`src/bridge_pkg.sv`:
```
package bridge_pkg;

    // Reset values of the bridge state.
    localparam logic RST_PENDING = 1'b0;
    localparam logic RST_ARMED = 1'b0;
    localparam logic RST_DRIVE = 1'b0;

    // Synchronised copies of the pins coming from both buses.
    typedef struct packed {
        logic mod_trig;
        logic inst_trig;
        logic enable_gate;
        logic low_start;
        logic ready;
    } pins_t;

    // Whole state of the bridge.
    typedef struct packed {
        pins_t sync1;
        pins_t sync2;
        logic mod_trig_prev;
        logic inst_trig_prev;
        logic pending;
        logic armed;
        logic inst_trig_drive;
        logic mod_trig_drive;
        logic ready_hold;
    } state_t;

endpackage

```
`src/trigger_start_bus_bridge.sv`:
```
`timescale 1ns/100ps
module trigger_start_bus_bridge (
    input wire logic clk_sys_i,
    input wire logic resetn_i,
    input wire logic mod_trig_i,
    input wire logic master_enable_gate_i,
    input wire logic low_start_line_n_i,
    input wire logic inst_trig_i,
    input wire logic ready_i,
    input wire logic start_req_i,
    input wire logic start_cmd_i,
    output logic mod_trig_o,
    output logic mod_trig_oe_o,
    output logic inst_trig_o,
    output logic inst_trig_oe_o,
    output logic ready_o,
    output logic ready_oe_o,
    output logic armed_o
);

    bridge_pkg::state_t st;
    bridge_pkg::state_t next_st;
    logic mod_edge;
    logic inst_edge;
    logic start_seen;

    // Edge detection on second-stage synchroniser outputs only.
    // The first stage may still be metastable, so nothing but the second stage reads it.
    assign mod_edge = st.sync2.mod_trig & ~st.mod_trig_prev;
    assign inst_edge = st.sync2.inst_trig & ~st.inst_trig_prev;
    assign start_seen = start_cmd_i | ~st.sync2.low_start;

    // Next-state logic for trigger repeating and the ready hold.
    always_comb begin
        next_st = st;
        next_st.sync1.mod_trig = mod_trig_i;
        next_st.sync1.inst_trig = inst_trig_i;
        next_st.sync1.enable_gate = master_enable_gate_i;
        next_st.sync1.low_start = low_start_line_n_i;
        next_st.sync1.ready = ready_i;
        next_st.sync2 = st.sync1;
        next_st.mod_trig_prev = st.sync2.mod_trig;
        next_st.inst_trig_prev = st.sync2.inst_trig;
        // Module-side trigger level repeats straight through, no gate.
        next_st.inst_trig_drive = st.sync2.mod_trig;
        // Instrument-side trigger: pass if gate open, else hold pending.
        if (inst_edge || st.pending) begin
            if (st.sync2.enable_gate) begin
                next_st.mod_trig_drive = 1'b1;
                next_st.pending = 1'b0;
            end else begin
                next_st.mod_trig_drive = 1'b0;
                next_st.pending = 1'b1;
            end
        end else begin
            next_st.mod_trig_drive = 1'b0;
        end
        // Arm on request; release on start command or low start line.
        // Release is tested first so that a start in the same cycle as a request wins.
        if (start_seen) begin
            next_st.armed = 1'b0;
        end else if (start_req_i) begin
            next_st.armed = 1'b1;
        end
        // Hold the line only once it is seen low while armed.
        // Our own hold keeps the wire low, so the hold latches itself until release.
        next_st.ready_hold = next_st.armed & (st.ready_hold | ~st.sync2.ready);
    end

    // State register with synchronous reset.
    always_ff @(posedge clk_sys_i) begin
        if (!resetn_i) begin
            st <= '0;
            st.sync1.low_start <= 1'b1;
            st.sync2.low_start <= 1'b1;
            st.sync1.ready <= 1'b1;
            st.sync2.ready <= 1'b1;
            st.pending <= bridge_pkg::RST_PENDING;
            st.armed <= bridge_pkg::RST_ARMED;
            st.mod_trig_drive <= bridge_pkg::RST_DRIVE;
            st.inst_trig_drive <= bridge_pkg::RST_DRIVE;
        end else begin
            st <= next_st;
        end
    end

    // Outputs come straight from state flip-flops except ready_o, which is tied low; triggers drive high only while asserted, ready is open-drain style.
    assign mod_trig_o = st.mod_trig_drive;
    assign mod_trig_oe_o = st.mod_trig_drive;
    assign inst_trig_o = st.inst_trig_drive;
    assign inst_trig_oe_o = st.inst_trig_drive;
    assign ready_o = 1'b0;
    assign ready_oe_o = st.ready_hold;
    assign armed_o = st.armed;

    // A synced module-side trigger level shows on the instrument side one edge later.
    a_trig_forward: assert property (@(posedge clk_sys_i) disable iff (!resetn_i)
        st.sync2.mod_trig |=> inst_trig_o)
        else $error("module trigger not repeated");

    // A module-side rising edge gives a rising instrument-side trigger next edge.
    a_fwd_rise: assert property (@(posedge clk_sys_i) disable iff (!resetn_i)
        mod_edge |=> $rose(inst_trig_o))
        else $error("module trigger edge not repeated");

    // A low module-side level is never repeated as a trigger.
    a_fwd_fall: assert property (@(posedge clk_sys_i) disable iff (!resetn_i)
        !st.sync2.mod_trig |=> !inst_trig_o)
        else $error("instrument trigger without source");

    // The instrument-side enable tracks the driven level of that trigger.
    a_inst_enable: assert property (@(posedge clk_sys_i) disable iff (!resetn_i)
        inst_trig_oe_o == inst_trig_o)
        else $error("instrument trigger enable mismatch");

    // A fresh trigger with the gate closed is held and not driven.
    a_gate_block: assert property (@(posedge clk_sys_i) disable iff (!resetn_i)
        (inst_edge && !st.sync2.enable_gate) |=> (st.pending && !mod_trig_o))
        else $error("trigger passed with gate closed");

    // A closed gate never lets a module-side trigger out.
    a_gate_closed: assert property (@(posedge clk_sys_i) disable iff (!resetn_i)
        !st.sync2.enable_gate |=> !mod_trig_o)
        else $error("module trigger driven with gate closed");

    // A held trigger stays held while the gate remains closed.
    a_pend_keep: assert property (@(posedge clk_sys_i) disable iff (!resetn_i)
        (st.pending && !st.sync2.enable_gate) |=> st.pending)
        else $error("held trigger dropped");

    // With the gate open a fresh trigger passes on the next edge.
    a_gate_pass: assert property (@(posedge clk_sys_i) disable iff (!resetn_i)
        (inst_edge && st.sync2.enable_gate) |=> mod_trig_o)
        else $error("trigger not passed with gate open");

    // A start request outside a release cycle arms the bridge.
    a_arm_req: assert property (@(posedge clk_sys_i) disable iff (!resetn_i)
        (start_req_i && !start_seen) |=> armed_o)
        else $error("start request did not arm");

    // Once armed the bridge stays armed until a start is seen.
    a_arm_keep: assert property (@(posedge clk_sys_i) disable iff (!resetn_i)
        (armed_o && !start_seen) |=> armed_o)
        else $error("arm lost without start");

    // Without a request an idle bridge does not arm itself.
    a_arm_idle: assert property (@(posedge clk_sys_i) disable iff (!resetn_i)
        (!armed_o && !start_req_i) |=> !armed_o)
        else $error("bridge armed without request");

    // The hold engages only after the line was seen low.
    a_no_pull: assert property (@(posedge clk_sys_i) disable iff (!resetn_i)
        $rose(ready_oe_o) |-> $past(st.sync2.ready) == 1'b0)
        else $error("ready pulled low while high");

    // A high line with no hold in place is never taken low.
    a_hold_needs_low: assert property (@(posedge clk_sys_i) disable iff (!resetn_i)
        (!ready_oe_o && st.sync2.ready) |=> !ready_oe_o)
        else $error("hold engaged on a high line");

    // Holding is only ever done while armed.
    a_hold_armed: assert property (@(posedge clk_sys_i) disable iff (!resetn_i)
        ready_oe_o |-> armed_o)
        else $error("ready held while not armed");

    // An engaged hold stays until a start is seen.
    a_hold_keep: assert property (@(posedge clk_sys_i) disable iff (!resetn_i)
        (ready_oe_o && !start_seen) |=> ready_oe_o)
        else $error("ready hold lost without start");

    // The ready driver only ever holds low.
    a_ready_level: assert property (@(posedge clk_sys_i) disable iff (!resetn_i)
        ready_o == 1'b0)
        else $error("ready driven high");

    // A start command or low start line drops arm and hold on the next edge.
    a_start_release: assert property (@(posedge clk_sys_i) disable iff (!resetn_i)
        start_seen |=> !armed_o && !ready_oe_o)
        else $error("hold not released on start");

    // Every module-side pulse comes from a fresh or held instrument trigger.
    a_no_origin: assert property (@(posedge clk_sys_i) disable iff (!resetn_i)
        $rose(mod_trig_o) |-> $past(inst_edge || st.pending))
        else $error("bridge originated a trigger");

    // With no trigger to deliver the module side stays quiet.
    a_no_spur: assert property (@(posedge clk_sys_i) disable iff (!resetn_i)
        (!inst_edge && !st.pending) |=> !mod_trig_o)
        else $error("module trigger without source");

    // The module-side enable tracks the driven level of that trigger.
    a_mod_enable: assert property (@(posedge clk_sys_i) disable iff (!resetn_i)
        mod_trig_oe_o == mod_trig_o)
        else $error("module trigger enable mismatch");

    // A held trigger is delivered and cleared as soon as the gate opens.
    a_pending_clr: assert property (@(posedge clk_sys_i) disable iff (!resetn_i)
        (st.pending && st.sync2.enable_gate) |=> (!st.pending && mod_trig_o))
        else $error("pending trigger not delivered");

endmodule // trigger_start_bus_bridge

```
`config.mk`:
```
export PLATFORM = sky130hd
export DESIGN_NAME = trigger_start_bus_bridge
export DESIGN_NICKNAME = d
export VERILOG_FILES = /design/src/bridge_pkg.sv /design/src/trigger_start_bus_bridge.sv
export SDC_FILE = /design/constraint.sdc
export NUM_CORES = 1
export LEC_CHECK = 0
export BUFFER_PORTS_ARGS = -buffer_cell sky130_fd_sc_hd__buf_2
export CAP_MARGIN = 5
export CORE_AREA = 2 2 39 41
export DETAILED_ROUTE_END_ITERATION = 8
export DIE_AREA = 0 0 41 43
export GPL_TIMING_DRIVEN = 0
export PLACE_DENSITY_LB_ADDON = 0.3
export SLEW_MARGIN = 20
export SYNTH_ARGS = -nofsm -noshare
export SYNTH_HDL_FRONTEND = slang
export SYNTH_SLANG_ARGS = --single-unit
```
`constraint.sdc`:
```
create_clock -name clk_sys_i -period 1.7 [get_ports clk_sys_i]
set_input_delay 0.085 -clock clk_sys_i [delete_from_list [all_inputs] [get_ports clk_sys_i]]
set_output_delay 0.085 -clock clk_sys_i [all_outputs]
set_load 0.1 [all_outputs]
```
==> out/summary.txt <==
Die ar.: 1760 um2
cell internal pwr: 0.549 mW
gr usage total: 9.31%
TritonCTS clock tree: done
Clock transition at path regs: 90 ps
max cap viols: 0
Setup CP Type: reg -> out
# diodes: 0
I/O Buffers: 14
Min-Delay Path Class: in -> reg
Mapped Avg Cell Area: 11.3 um2
mapped cell area: 497 um2
Final Max Slew Viols: 0
critical path's slowest cell: buf_2
Netlist cell types: 14
gr ovfl total: 0
largest net degree at the start of global routing: 11
drt total wl: 654 um
CTS sink count: 16
Critical Path Sink Type: primary output
CORE AREA: 1380 um2
Combinational Power Share: 10.9%
Synth Instances: 44
Via density: 3.84
Initial Util: 35.9%
Reg power frac: 55.1%
Final min period: 1200 ps
switching power total: 0.163 mW
DIE HEIGHT: 43 um
register area share after synthesis: 64.5%
vias: 319
CP Cell Sequence: buf_4 -> buf_2
VDD IR-drop max: 442 uV
ratio of cells with drive above 1 in the final layout: 35.8%
Placer Congestion: 0.595
Post-CTS Setup Bufs: 0
Row Count: 14
DP Wirelength: 422 um
Skew-Pair Late Insertion Delay: 280 ps
most common cell after layout, fill and taps aside: dfxtp_1
Fmax: 834 MHz
Syn Nets: 53
CTS Buf Count: 3
Design Area, Final: 673 um2
PD cells: 1060 nW/um2
initial drt markers: 2
DRC Markers: 0
Final Hold Viols: 0
initial antenna violation count: 0
vias in the first global route: 287
DR pass1 iterations: 3
status: finished clean
WL per Instance: 7.88 um
H-tree depth: 1
# setup viols final: 0
Final period util: 70.5%
P_leak: 0.311 nW
Area after DPL: 587 um2
unrepaired setup endpoints after global routing: false
most frequent cells in the layout: dfxtp_1, buf_2, and2_1
Startpoint Class: flip-flop
Clock power frac: 34.0%
Yosys Warn Count: 0
root buf cell: clkbuf_4
layout net count: 77
total power: 0.712 mW
I/O pin total: 16
global-route wire length before repair: 1040 um
hold_ws: 29.4 ps
Worst Skew: 2.06 ps
worst endpoint required time: 1620 ps
DRT antenna net count: 0
final setup TNS: 0 ps
layout filler cell count: 150
Max Fanout on Critical Path: 2
Max stage delay on crit path: 410 ps
Die Wd: 41 um
Seq cells post-synth: 16
P&R area growth vs syn: 35.5%
switching power share of the total: 22.9%
Arr. time, crit path: 1110 ps
largest buffer count on any clock path: 2
-- logic make-up after synthesis --
family	share of synthesized area (%)
flip-flops	64.5
AND/OR/NAND/NOR	25.2
other	0.755
buffers and inverters	6.80
AO/OA/AOI/OAI	2.77
-- metal layers --
metal	track usage, %	up-vias	share of wire [%]
li1	-	175	-
met1	10.6	135	43
met2	12.2	7	50
met3	1.57	2	3.7
met4	12.0	0	2.9
met5	0	-	0
-- stage by stage --
step / worst slack [ps] / utilization (%) / std cells
final: 501 / 48.6 / 83
after global routing: 440 / 48.6 / 83
after CTS: 487 / 47.9 / 82
after detailed placement: 811 / 42.4 / 74
after global placement: 818 / 42.4 / 74
after floorplan: 259 / - / 44
-- state kept, by name (all words and copies together) (netlist names) --
signal and cells:
next_st 7, st 5, armed_o 1, inst_trig_o 1
mod_trig_o 1, ready_oe_o 1
-- critical path, delay by kind of cell (launching register included) --
family | cells | cell delay [ps]
buffers and inverters | 2 | 510
DFF | 1 | 330
-- final timing paths --
path / slack, ps / startpoint / end / cells past startpoint
hold / removal: 30 / resetn_i / next_st[8] / 2
hold reg to reg: 410 / next_st[7] / st[7] / 1
setup / recovery: 500 / inst_trig_o / inst_trig_oe_o / 2
setup reg to reg: 1040 / st[5] / st[4] / 2
-- power groups by stage --
stage	Clock, mW	Combinational, mW	Sequential, mW
global placement	0	0.0687	0.402
global route	0.267	0.0832	0.395
CTS	0.250	0.0765	0.393
detailed placement	0	0.0695	0.402
finish	0.242	0.0776	0.393
floorplan	0	0.0379	0.418
-- Yosys cell counts --
library cell,count,area share (%)
inv_1,1,0.75
nor2_1,2,1.5
nand3b_1,1,1.5
nand2_1,1,0.75
or2b_1,2,3.0
nand2b_1,4,5.0
buf_4,4,6.0
conb_1,1,0.75
a21oi_1,1,1.0
a21oi_2,1,1.8
nor3_2,1,2.0
and2_1,8,10
dfxtp_1,16,64
nor2b_1,1,1.3
-- repair_timing --
action | 4_1_cts | 5_1_grt
hold buffers | 4 | 1
gates resized for setup | 0 | 0
endpoints found under the hold margin | 4 | 1
-- area by class of cell --
cell class                 count  area [um2]  share of cell area, %
sequential                    16         320                   47.6
multi-input combinational     23         143                   21.2
timing repair buffer          19         120                   17.8
clock buffer                   4        36.3                   5.39
buffer                         4        30.0                   4.46
tap                           16        20.0                   2.97
inverter                       1        3.75                  0.558
Note: power is estimated with default switching activity, not from simulation.
